`src/tpmc_pkg.sv`:
```
// tpmc_pkg: constants, register map and types of the totalizer and
// pulse mode control block.
// assumes a single 125 MHz clock domain and a 32-bit AXI4-Lite slave.
`default_nettype none

package tpmc_pkg;

    ////////////////////////////////////////////////////////////////////////
    // sizes
    localparam int NCH = 4;                        // conditioning channels
    localparam int AW = 12;                        // byte address width
    localparam int CW = 32;                        // counter and value width
    // channels fitted with frequency/totalize conditioning
    localparam logic [3:0] FT_MASK = 4'b0111;

    ////////////////////////////////////////////////////////////////////////
    // register map (byte addresses, per-channel blocks step 4)
    localparam logic [3:0] GRP_GLOBAL = 4'h0;      // ctrl at 0x000, status 0x004
    localparam logic [3:0] GRP_CFG = 4'h1;         // 0x100 + 4*ch mode config
    localparam logic [3:0] GRP_MODESTR = 4'h2;     // 0x200 + 4*ch mode text
    localparam logic [3:0] GRP_COUNT = 4'h3;       // 0x300 + 4*ch total
    localparam logic [3:0] GRP_PERIOD = 4'h4;      // 0x400 + 4*ch period
    localparam logic [3:0] GRP_WIDTH = 4'h5;       // 0x500 + 4*ch fixed width
    localparam logic [3:0] GRP_VALUE = 4'h6;       // 0x600 + 4*ch algo value
    localparam logic [1:0] IDX_CTRL = 2'h0;
    localparam logic [1:0] IDX_STATUS = 2'h1;

    // ctrl bits (write-only pulses), status bits
    localparam int CTRL_CMD_RESET = 0;
    localparam int CTRL_INIT = 1;
    localparam int CTRL_TRIG = 2;
    localparam int STAT_ERR = 0;

    // answers of the mode query, ascii
    localparam logic [31:0] STR_INIT = 32'h494E_4954;
    localparam logic [31:0] STR_TRIG = 32'h5452_4947;

    localparam logic [1:0] RESP_OKAY = 2'h0;
    localparam logic [1:0] RESP_SLVERR = 2'h2;

    // reset values of timing registers, in clock cycles
    localparam logic [31:0] PERIOD_RST = 32'h0000_0064;
    localparam logic [31:0] WIDTH_RST = 32'h0000_0032;

    ////////////////////////////////////////////////////////////////////////
    // types
    typedef enum logic [1:0] {
        FN_COND = 2'h0,
        FN_TOT = 2'h1,
        FN_PULSE = 2'h2,
        FN_SQUARE = 2'h3
    } tpmc_func_e;

    // config word layout: [5:4] func, [3] pol, [2] pwm, [1] fm, [0] trig
    typedef struct packed {
        tpmc_func_e func;
        logic pol;
        logic pwm;
        logic fm;
        logic trig_mode;
    } tpmc_cfg_s;

    localparam tpmc_cfg_s CFG_RST = '{func: FN_COND, pol: 1'b0, pwm: 1'b0,
                                      fm: 1'b0, trig_mode: 1'b0};

endpackage

`default_nettype wire

```
`src/tpmc_top.sv`:
```
// tpmc_top: per-channel totalizer reset mode and pulse output mode control,
// with an AXI4-Lite register slave.
// assumes all inputs synchronous to ref_clk; scan_trig and meas_init pulses.
`timescale 1ns/1ps
`default_nettype none

module tpmc_top
    import tpmc_pkg::*;
(
    input wire logic ref_clk,
    input wire logic reset,
    input wire logic [AW-1:0] s_axi_awaddr,
    input wire logic s_axi_awvalid,
    output logic s_axi_awready,
    input wire logic [31:0] s_axi_wdata,
    input wire logic [3:0] s_axi_wstrb,
    input wire logic s_axi_wvalid,
    output logic s_axi_wready,
    output logic [1:0] s_axi_bresp,
    output logic s_axi_bvalid,
    input wire logic s_axi_bready,
    input wire logic [AW-1:0] s_axi_araddr,
    input wire logic s_axi_arvalid,
    output logic s_axi_arready,
    output logic [31:0] s_axi_rdata,
    output logic [1:0] s_axi_rresp,
    output logic s_axi_rvalid,
    input wire logic s_axi_rready,
    input wire logic scan_trig,
    input wire logic meas_init,
    input wire logic [NCH-1:0] tot_in,
    output logic [NCH-1:0] pulse_out
);

    ////////////////////////////////////////////////////////////////////////
    // state
    logic bvalid_r, bvalid_nxt, rvalid_r, rvalid_nxt, err_r, err_nxt;
    logic [1:0] bresp_r, bresp_nxt, rresp_r, rresp_nxt;
    logic [31:0] rdata_r, rdata_nxt;
    tpmc_cfg_s [NCH-1:0] cfg_r, cfg_nxt;
    logic [NCH-1:0][CW-1:0] count_r, count_nxt, period_r, period_nxt;
    logic [NCH-1:0][CW-1:0] width_r, width_nxt, fm_val_r, fm_val_nxt;
    logic [NCH-1:0][CW-1:0] pw_val_r, pw_val_nxt, cyc_r, cyc_nxt;
    logic [NCH-1:0][CW-1:0] shot_r, shot_nxt;
    logic [NCH-1:0] in_prev_r, out_r, out_nxt;

    logic wr_go, rd_go, init_ev, trig_ev, cmd_rst;
    logic [3:0] wgrp, rgrp;
    logic [1:0] wch, rch;
    logic wmap, rmap;
    logic [NCH-1:0] edge_hit;

    ////////////////////////////////////////////////////////////////////////
    // bus handshake: address and data are taken together, one at a time
    assign s_axi_awready = s_axi_awvalid && s_axi_wvalid && !bvalid_r;
    assign s_axi_wready = s_axi_awready;
    assign s_axi_arready = !rvalid_r;
    assign wr_go = s_axi_awready;
    assign rd_go = s_axi_arvalid && !rvalid_r;
    assign wgrp = s_axi_awaddr[11:8];
    assign wch = s_axi_awaddr[3:2];
    assign wmap = s_axi_awaddr[7:4] == 4'h0 && s_axi_awaddr[1:0] == 2'h0;
    assign rgrp = s_axi_araddr[11:8];
    assign rch = s_axi_araddr[3:2];
    assign rmap = s_axi_araddr[7:4] == 4'h0 && s_axi_araddr[1:0] == 2'h0;
    assign s_axi_bvalid = bvalid_r;
    assign s_axi_bresp = bresp_r;
    assign s_axi_rvalid = rvalid_r;
    assign s_axi_rresp = rresp_r;
    assign s_axi_rdata = rdata_r;
    assign pulse_out = out_r;

    // global pulses from ctrl writes, or from the module's timing inputs
    assign cmd_rst = wr_go && wmap && wgrp == GRP_GLOBAL && wch == IDX_CTRL
                     && s_axi_wdata[CTRL_CMD_RESET];
    assign init_ev = meas_init || (wr_go && wmap && wgrp == GRP_GLOBAL
                     && wch == IDX_CTRL && s_axi_wdata[CTRL_INIT]);
    assign trig_ev = scan_trig || (wr_go && wmap && wgrp == GRP_GLOBAL
                     && wch == IDX_CTRL && s_axi_wdata[CTRL_TRIG]);

    // qualifying edge: rising with polarity 0, falling with polarity 1
    always_comb begin
        for (int i = 0; i < NCH; i++) begin
            edge_hit[i] = cfg_r[i].pol ? (in_prev_r[i] && !tot_in[i])
                                       : (!in_prev_r[i] && tot_in[i]);
        end
    end

    ////////////////////////////////////////////////////////////////////////
    // register writes and write response
    always_comb begin
        logic ft;
        ft = 1'b0;
        cfg_nxt = cfg_r;
        period_nxt = period_r;
        width_nxt = width_r;
        fm_val_nxt = fm_val_r;
        pw_val_nxt = pw_val_r;
        bvalid_nxt = bvalid_r && !s_axi_bready;
        bresp_nxt = bresp_r;
        err_nxt = err_r;
        if (wr_go) begin
            ft = FT_MASK[wch];
            bvalid_nxt = 1'b1;
            bresp_nxt = RESP_OKAY;
            if (!wmap || wgrp > GRP_VALUE || wgrp == GRP_MODESTR
                || wgrp == GRP_COUNT) begin
                bresp_nxt = RESP_SLVERR;
            end else if (wgrp == GRP_GLOBAL) begin
                // status: write one to clear the error flag
                if (wch == IDX_STATUS && s_axi_wdata[STAT_ERR]) begin
                    err_nxt = 1'b0;
                end else if (wch != IDX_CTRL && wch != IDX_STATUS) begin
                    bresp_nxt = RESP_SLVERR;
                end
            end else if (!ft) begin
                bresp_nxt = RESP_SLVERR;
                err_nxt = 1'b1;
            end else begin
                unique case (wgrp)
                    GRP_CFG: begin
                        cfg_nxt[wch] = tpmc_cfg_s'(s_axi_wdata[5:0]);
                        // fm enable wins and forces pwm off
                        if (s_axi_wdata[1]) begin
                            cfg_nxt[wch].pwm = 1'b0;
                        end
                    end
                    GRP_PERIOD: period_nxt[wch] = s_axi_wdata;
                    GRP_WIDTH: width_nxt[wch] = s_axi_wdata;
                    GRP_VALUE: begin
                        if (cfg_r[wch].fm) begin
                            fm_val_nxt[wch] = s_axi_wdata;
                        end else if (cfg_r[wch].pwm) begin
                            pw_val_nxt[wch] = s_axi_wdata;
                        end
                    end
                    default: bresp_nxt = RESP_SLVERR;
                endcase
            end
        end
        // a read of an unfitted channel sets the flag too; the set wins over a clear
        if (rd_go && rmap && rgrp != GRP_GLOBAL && rgrp <= GRP_VALUE
            && !FT_MASK[rch]) begin
            err_nxt = 1'b1;
        end
        if (cmd_rst) begin
            for (int i = 0; i < NCH; i++) begin
                cfg_nxt[i] = CFG_RST;
            end
        end
    end

    ////////////////////////////////////////////////////////////////////////
    // read path, answer one cycle after the address is taken
    always_comb begin
        rvalid_nxt = rvalid_r && !s_axi_rready;
        rdata_nxt = rdata_r;
        rresp_nxt = rresp_r;
        if (rd_go) begin
            rvalid_nxt = 1'b1;
            rdata_nxt = 32'h0000_0000;
            rresp_nxt = RESP_OKAY;
            if (!rmap || rgrp > GRP_VALUE) begin
                rresp_nxt = RESP_SLVERR;
            end else if (rgrp == GRP_GLOBAL) begin
                if (rch == IDX_STATUS) begin
                    rdata_nxt[STAT_ERR] = err_r;
                end else if (rch != IDX_CTRL) begin
                    rresp_nxt = RESP_SLVERR;
                end
            end else if (!FT_MASK[rch]) begin
                rresp_nxt = RESP_SLVERR;
            end else begin
                unique case (rgrp)
                    GRP_CFG: rdata_nxt[5:0] = cfg_r[rch];
                    GRP_MODESTR: rdata_nxt = cfg_r[rch].trig_mode
                                             ? STR_TRIG : STR_INIT;
                    GRP_COUNT: rdata_nxt = count_r[rch];
                    GRP_PERIOD: rdata_nxt = period_r[rch];
                    GRP_WIDTH: rdata_nxt = width_r[rch];
                    GRP_VALUE: rdata_nxt = cfg_r[rch].fm ? fm_val_r[rch]
                                                         : pw_val_r[rch];
                    default: rresp_nxt = RESP_SLVERR;
                endcase
            end
        end
    end

    ////////////////////////////////////////////////////////////////////////
    // totalizers and pulse generators; a clear and an edge in the same
    // cycle give a count of one, so that edge is not lost
    always_comb begin
        logic [CW-1:0] per, hi;
        per = '0;
        hi = '0;
        for (int i = 0; i < NCH; i++) begin
            count_nxt[i] = count_r[i];
            if (init_ev || (trig_ev && cfg_r[i].trig_mode)) begin
                count_nxt[i] = '0;
            end
            if (cfg_r[i].func == FN_TOT && edge_hit[i]) begin
                count_nxt[i] = count_nxt[i] + 1'b1;
            end
            // fm: period from algorithm value; pwm: fixed period
            per = cfg_r[i].fm ? fm_val_r[i] : period_r[i];
            if (cfg_r[i].fm) begin
                hi = (cfg_r[i].func == FN_SQUARE) ? (per >> 1)
                                                  : width_r[i];
            end else begin
                hi = pw_val_r[i];
            end
            cyc_nxt[i] = '0;
            shot_nxt[i] = (shot_r[i] != '0) ? shot_r[i] - 1'b1 : '0;
            out_nxt[i] = 1'b0;
            if (cfg_r[i].func == FN_PULSE || cfg_r[i].func == FN_SQUARE) begin
                if (cfg_r[i].fm || cfg_r[i].pwm) begin
                    cyc_nxt[i] = (cyc_r[i] + 1'b1 >= per) ? '0
                                                          : cyc_r[i] + 1'b1;
                    out_nxt[i] = cyc_r[i] < hi;
                end else begin
                    // single pulse: each value write loads the fixed width, starting a pulse or restarting a running one
                    if (wr_go && wmap && wgrp == GRP_VALUE && wch == 2'(i)
                        && FT_MASK[i]) begin
                        shot_nxt[i] = width_r[i];
                    end
                    out_nxt[i] = shot_r[i] != '0;
                end
            end
        end
    end

    ////////////////////////////////////////////////////////////////////////
    // registers
    always_ff @(posedge ref_clk or posedge reset) begin
        if (reset) begin
            bvalid_r <= 1'b0;
            bresp_r <= RESP_OKAY;
            rvalid_r <= 1'b0;
            rresp_r <= RESP_OKAY;
            rdata_r <= 32'h0000_0000;
            err_r <= 1'b0;
            cfg_r <= {NCH{CFG_RST}};
            count_r <= '0;
            period_r <= {NCH{PERIOD_RST}};
            width_r <= {NCH{WIDTH_RST}};
            fm_val_r <= {NCH{PERIOD_RST}};
            pw_val_r <= {NCH{WIDTH_RST}};
            cyc_r <= '0;
            shot_r <= '0;
            in_prev_r <= '0;
            out_r <= '0;
        end else begin
            bvalid_r <= bvalid_nxt;
            bresp_r <= bresp_nxt;
            rvalid_r <= rvalid_nxt;
            rresp_r <= rresp_nxt;
            rdata_r <= rdata_nxt;
            err_r <= err_nxt;
            cfg_r <= cfg_nxt;
            count_r <= count_nxt;
            period_r <= period_nxt;
            width_r <= width_nxt;
            fm_val_r <= fm_val_nxt;
            pw_val_r <= pw_val_nxt;
            cyc_r <= cyc_nxt;
            shot_r <= shot_nxt;
            in_prev_r <= tot_in;
            out_r <= out_nxt;
        end
    end

    ////////////////////////////////////////////////////////////////////////
    // checks on channel 0, a fitted channel, and on unfitted channel 3
    a_mode_exclusive: assert property (@(posedge ref_clk) disable iff (reset)
        !(cfg_r[0].fm && cfg_r[0].pwm)) else $error("fm and pwm both on");
    a_init_clears: assert property (@(posedge ref_clk) disable iff (reset)
        init_ev |=> count_r[0] <= 1) else $error("init did not clear");
    a_trig_clears: assert property (@(posedge ref_clk) disable iff (reset)
        trig_ev && cfg_r[0].trig_mode |=> count_r[0] <= 1)
        else $error("trigger did not clear");
    a_init_mode_holds: assert property (@(posedge ref_clk) disable iff (reset)
        trig_ev && !init_ev && !cfg_r[0].trig_mode && !edge_hit[0]
        |=> count_r[0] == $past(count_r[0]))
        else $error("count lost on trigger in init mode");
    a_edge_counts: assert property (@(posedge ref_clk) disable iff (reset)
        edge_hit[0] && cfg_r[0].func == FN_TOT && !init_ev && !trig_ev
        |=> count_r[0] == $past(count_r[0]) + 1)
        else $error("edge not counted");
    a_cmd_reset: assert property (@(posedge ref_clk) disable iff (reset)
        cmd_rst |=> cfg_r[0] == CFG_RST && cfg_r[3] == CFG_RST)
        else $error("command reset left modes");
    a_unfitted_err: assert property (@(posedge ref_clk) disable iff (reset)
        wr_go && wmap && wgrp == GRP_CFG && wch == 2'h3
        |=> s_axi_bvalid && s_axi_bresp == RESP_SLVERR && err_r)
        else $error("unfitted channel not refused");
    a_mode_text: assert property (@(posedge ref_clk) disable iff (reset)
        rd_go && rmap && rgrp == GRP_MODESTR && rch == 2'h0
        |=> s_axi_rdata == ($past(cfg_r[0].trig_mode) ? STR_TRIG : STR_INIT))
        else $error("mode text wrong");
    a_fm_value: assert property (@(posedge ref_clk) disable iff (reset)
        wr_go && wmap && wgrp == GRP_VALUE && wch == 2'h0 && cfg_r[0].fm
        |=> fm_val_r[0] == $past(s_axi_wdata))
        else $error("fm value not taken");
    a_pw_value: assert property (@(posedge ref_clk) disable iff (reset)
        wr_go && wmap && wgrp == GRP_VALUE && wch == 2'h0 && cfg_r[0].pwm
        |=> pw_val_r[0] == $past(s_axi_wdata) && $stable(period_r[0]))
        else $error("pwm value not taken");

endmodule // tpmc_top

`default_nettype wire

```
`config.mk`:
```
export PLATFORM = sky130hd
export DESIGN_NAME = tpmc_top
export DESIGN_NICKNAME = d
export VERILOG_FILES = /design/src/tpmc_pkg.sv /design/src/tpmc_top.sv
export SDC_FILE = /design/constraint.sdc
export NUM_CORES = 2
export LEC_CHECK = 0
export BUFFER_PORTS_ARGS = -buffer_cell sky130_fd_sc_hd__buf_2
export CORE_MARGIN = 4
export CORE_UTILIZATION = 30
export DETAILED_ROUTE_END_ITERATION = 8
export GPL_ROUTABILITY_DRIVEN = 0
export SLEW_MARGIN = 0
export SYNTH_ARGS = -nofsm -noshare
export SYNTH_HDL_FRONTEND = slang
export SYNTH_SLANG_ARGS = --single-unit
```
`constraint.sdc`:
```
create_clock -name ref_clk -period 37.8 [get_ports ref_clk]
set_input_delay 3.78 -clock ref_clk [delete_from_list [all_inputs] [get_ports ref_clk]]
set_output_delay 3.78 -clock ref_clk [all_outputs]
set_load 0.005 [all_outputs]
```
# Yosys cells after proc, flatten, opt, wreduce, memory -nomap -nowiden
# Cells that the tools add are included.
[word_totals] output_inout_bits=45 register_bits=967 word_cells=340
[op_classes] n_mux=123 n_reduce_logical=99 n_eq_ne=33 n_bitwise=3 magnitude_cmp=14 addsub=12
[op_table] op="$mux 32" count=54
[op_table] op="$bwmux 128" count=4
[op_table] op="$bmux 32 s2" count=5
[op_table] op="$add 32x1->32 const B" count=8
[op_table] op="$mux 24" count=7
[op_table] op="$pmux 26 s5" count=1
[op_table] op="$ge 32x32->1" count=4
[op_table] op="$lt 32x32->1" count=4
[op_table] op="$reduce_bool 32->1" count=4
[op_table] op="$sub 32x1->32 const B" count=4
[op_table] op="$demux 32 s2" count=1
[op_table] op="$bwmux 24" count=2
[op_table] op="$logic_and 1x1->1" count=40
[op_table] op="$pmux 6 s6" count=1
[op_table] op="$mux 31" count=1
[op_table] op="$mux 29" count=1
[op_table] op="$bmux 6 s2" count=2
[op_table] op="$demux 6 s2" count=2
[op_table] op="$eq 4x3->1 const B" count=6
[op_table] op="$mux 1" count=24
[op_table] op="$mux 2" count=12
[op_table] op="$eq 2x2->1 const B" count=9
[op_table] op="$logic_or 1x1->1" count=18
[op_table] op="$eq 4x2->1 const B" count=4
[op_table] op="25 further kinds" count=66

# Logic depth before layout (Yosys ltp)
[logic_depth] depth_word=13 depth_mapped=14

# Worst setup path before layout
# OpenSTA, ideal clock, no wires.
[synth_path] kind="in2out" startpoint="in s_axi_awvalid" endpoint="out s_axi_wready" path_slack_ns=29.742 path_stages=3 arrival_time_ns=4.278 t_required_ns=34.020 cell_sequence="nand3b_1 inv_1 buf_4"
[synth_via] elab_chain_len=2
[synth_lines] element="start: declaration" line_no="tpmc_top.sv:13" text="input wire logic s_axi_awvalid,"
[synth_lines] element="$logic_and 1x1->1 (2 in a row)" line_no="tpmc_top.sv:55" text="assign s_axi_awready = s_axi_awvalid && s_axi_wvalid && !bvalid_r;"
[synth_lines] element="end: declaration" line_no="tpmc_top.sv:18" text="output logic s_axi_wready,"
# No other way between the ends.

# Worst setup path after layout
[layout_path] startpoint="in s_axi_wvalid" endpoint="out s_axi_awready"
[layout_via] elab_chain_len=2
[layout_lines] element="start: declaration" line_no="tpmc_top.sv:17" text="input wire logic s_axi_wvalid,"
[layout_lines] element="$logic_and 1x1->1 (2 in a row)" line_no="tpmc_top.sv:55"
[layout_lines] element="end: declaration" line_no="tpmc_top.sv:14" text="output logic s_axi_awready,"
# No other way between the ends.

==> results.md <==
- Worst setup path class: input pin to primary output
- Initial DRC count: slightly above 4000
- Mean post-synth cell area: approximately 11 µm²
- Setup TNS: 0 ns
- Via count: 42400
- Synth warnings: 0
- Final min period: slightly below 9 ns
- WHS Path Cells: 0
- Layout cell share with drive strength beyond 1: 18.5%
- Starting density of the core: 30.3%
- Final max-slew violation count: 0
- CTS tree: built
- DRT Wirelength: approximately 200 mm
- Root buf cell: clkbuf_16
- Total track usage: 20.4%
- Synth area leaders: dfrtp_1, mux4_2, mux2_2
- Power Density: roughly 37 nW/µm²
- R2R depth: 12
- # DRC: 0
- CP max stage delay: around 0.44 ns
- Core box area: 182000 µm²
- Share of the synthesized area in the top cell type: a little over two fifths
- M2 GR Usage: between 30% and 40%
- WP depth: 4
- Async set-reset flop share out of synthesis: 100%
- RSZ-0062 raised after global routing: false
- Routed len/inst: between 20 and 30 µm
- Rows: 156
- Antenna-violating nets left: 0
- Final WS setup: slightly below 30 ns
- Post-route cell area: 61400 µm²
- Most used routing layer in global routing: met2
- Netlist cell types: slightly below 90
- Routed vias/inst: about 5.7
- Fillers: ~18000
- Crit path DAT: about 4.9 ns
- Hold buffers post-CTS: 0
- Worst slew pin tran: between 1 and 1.5 ns
- Worst min path class: flip-flop to flip-flop
- Post-DP HPWL: about 140 mm
- Final Hold Fails: 0
- # H-tree levels: 3
- Leakage: around 27 nW
- CTS buffer count: 110
- Largest net degree at the start of global routing: 176
- Fmax: approximately 120 MHz
- Grt total ovfl: 0
- Sequential fraction of the synthesis area: 44.0%
- Cell Area, Synth: around 55000 µm²
- Ys flop type: dfrtp_1
- Ports: around 120
- Post-route insts no fill: 7498
- P&R area growth vs syn: 11.5%
- Die ar.: ~190000 µm²
- Worst skew pair latency: 0.77 ns
- # Post-CTS Setup Buffers: 0
- Die Ht: ~440 µm
- Port Buffers: between 100 and 150
- Area after DPL: 57600 µm²
- Die Span X: approximately 440 µm
- Placed Cells: ~7300
- Status: complete, no violations
- CTS Buffer Depth: 3
- Clock sink total: about 970
- Total chip power: about 2.2 mW
- Crit path capture type: primary output
- Period utilization: between 20 and 25%
- Setup Slack @ Placement: 29.11 ns
- Endpoints failing setup: 0
- Post-synth top area cell: dfrtp_1
- Initial antenna violation count: 37
- CP most frequent cell: buf_2
- Required @ worst endpoint: ~34 ns
- CP delay by family, top: buffers and inverters
- Max stage delay cell, worst path: inv_1
- Crit Path Max Fanout: 7
- CTS-repair resized insts: 0
- Met3 Use GR: between 5 and 6%
- Pre-antenna DRT Iters: 7
- GR Layer Usage met1: about a quarter
- #FFs+latches synth: roughly 970
- Count leader, synth: dfrtp_1
- Cell breakdown of the critical path: buf_2 -> nand3b_1 -> inv_1 -> buf_2
- Vias in the first global route: around 42000
- Max-cap violations: 0
- Slew margin rel.: approximately 16%
- Buffers & Inverters on Critical Path: 3
- Worst Setup Start Kind: input pin
- Number of flops mapped to enable cells by yosys: 0
- First-pass GRT wire length: ~290 mm
- NumNets Final: 5351
- Cell count after synthesis: between 5000 and 6000
- Clock-pin slew on the worst setup and hold paths: 0.06 ns
- Synth cell count leaders: dfrtp_1, nand2_1, nand3_1
- Max IR drop VDD: between 0.00003 and 0.00004 V
- Clk_skew: approximately 0.047 ns
==> worst register-to-register path, cell delays in order (launching register included) <==
cell and delay [ns]:
dfrtp_1 0.48, nand4_1 0.54, nor4_1 1.08, and2_1 0.53
nand2_1 0.12, xnor2_1 0.17, ha_1 0.34, nand2_1 0.06
o21ai_0 0.64, a211oi_1 0.25, o31ai_1 0.27, a31o_2 0.77
nor2b_1 0.15
==> sequential cells by signal, summed over array words and instances (netlist names) <==
register,count
s_axi_rresp,1
period_r,128
pw_val_r,128
in_prev_r,4
s_axi_bvalid,1
shot_r,128
pulse_out,4
s_axi_bresp,1
cfg_r,24
fm_val_r,128
s_axi_rvalid,1
width_r,128
count_r,128
err_r,1
s_axi_rdata,32
cyc_r,128
==> per-layer routing <==
metal	share of wire, %	routed length [µm]
met4	7.6	15000
met1	39	77400
met3	8.8	17500
met5	0.021	42
met2	44	88100
==> worst paths after layout <==
check	slack [ns]	from	to
hold / removal	0.37	width_r[100]$_DFFE_PP1P_	width_r[100]$_DFFE_PP1P_
setup / recovery	29.13	s_axi_wvalid	s_axi_awready
setup reg to reg	32.24	cyc_r[35]$_DFF_PP0_	cyc_r[35]$_DFF_PP0_
hold reg to reg	0.37	width_r[100]$_DFFE_PP1P_	width_r[100]$_DFFE_PP1P_
max in group asynchronous	31.60	reset	pulse_out[3]$_DFF_PP0_
min in group asynchronous	3.14	reset	shot_r[100]$_DFF_PP0_
==> power breakdown <==
part	total (mW)	internal, mW	switching, mW
sequential	1.04	1.04	0.00475
clock	1.11	0.648	0.467
combinational	0.0845	0.0215	0.0631
==> cell type report <==
class / instances / area, µm² / share of cell area (%)
antenna: 26 / 65.1 / 0.106
clock buffer: 164 / 3250 / 5.29
clock inverter: 40 / 489 / 0.797
inverter: 40 / 158 / 0.257
multi-input combinational: 3707 / 29000 / 47.3
sequential: 965 / 24200 / 39.5
tap: 2370 / 2970 / 4.83
timing repair buffer: 186 / 1160 / 1.89
==> layout by cell type, fill, tap and decap left out, drive strengths merged, types with 52 or more instances in the layout <==
master,n
buf,185
clkbuf,165
nor2,295
mux2,393
nor2b,140
nand4,85
nor4,55
a21oi,240
xnor2,188
and3,52
nor3,98
mux2i,169
ha,268
nand3,321
nand2,406
xor2,144
mux4,167
o21ai,248
dfrtp,917
==> metrics by stage <==
stage	util (%)	hold slack [ns]
after CTS	33.8	0.374
after detailed placement	31.7	0.365
final	33.8	0.375
after global routing	33.8	0.381
after floorplan	-	0.434
after global placement	31.7	0.364
==> logic make-up (layout without fill, tap and decap cells) <==
group           count (synthesis)  after routing  share of synthesized area, %
other cells                     1             28                       0.00681
mux                           729            729                          18.0
fa+ha+maj                     269            269                          6.11
buf+inv                       456            430                          3.46
flops                         965            965                          44.0
compound gates                743            743                          8.16
simple gates                 1632           1632                          15.0
xor+xnor                      332            332                          5.28
Note: power is estimated with default switching activity, not from simulation.
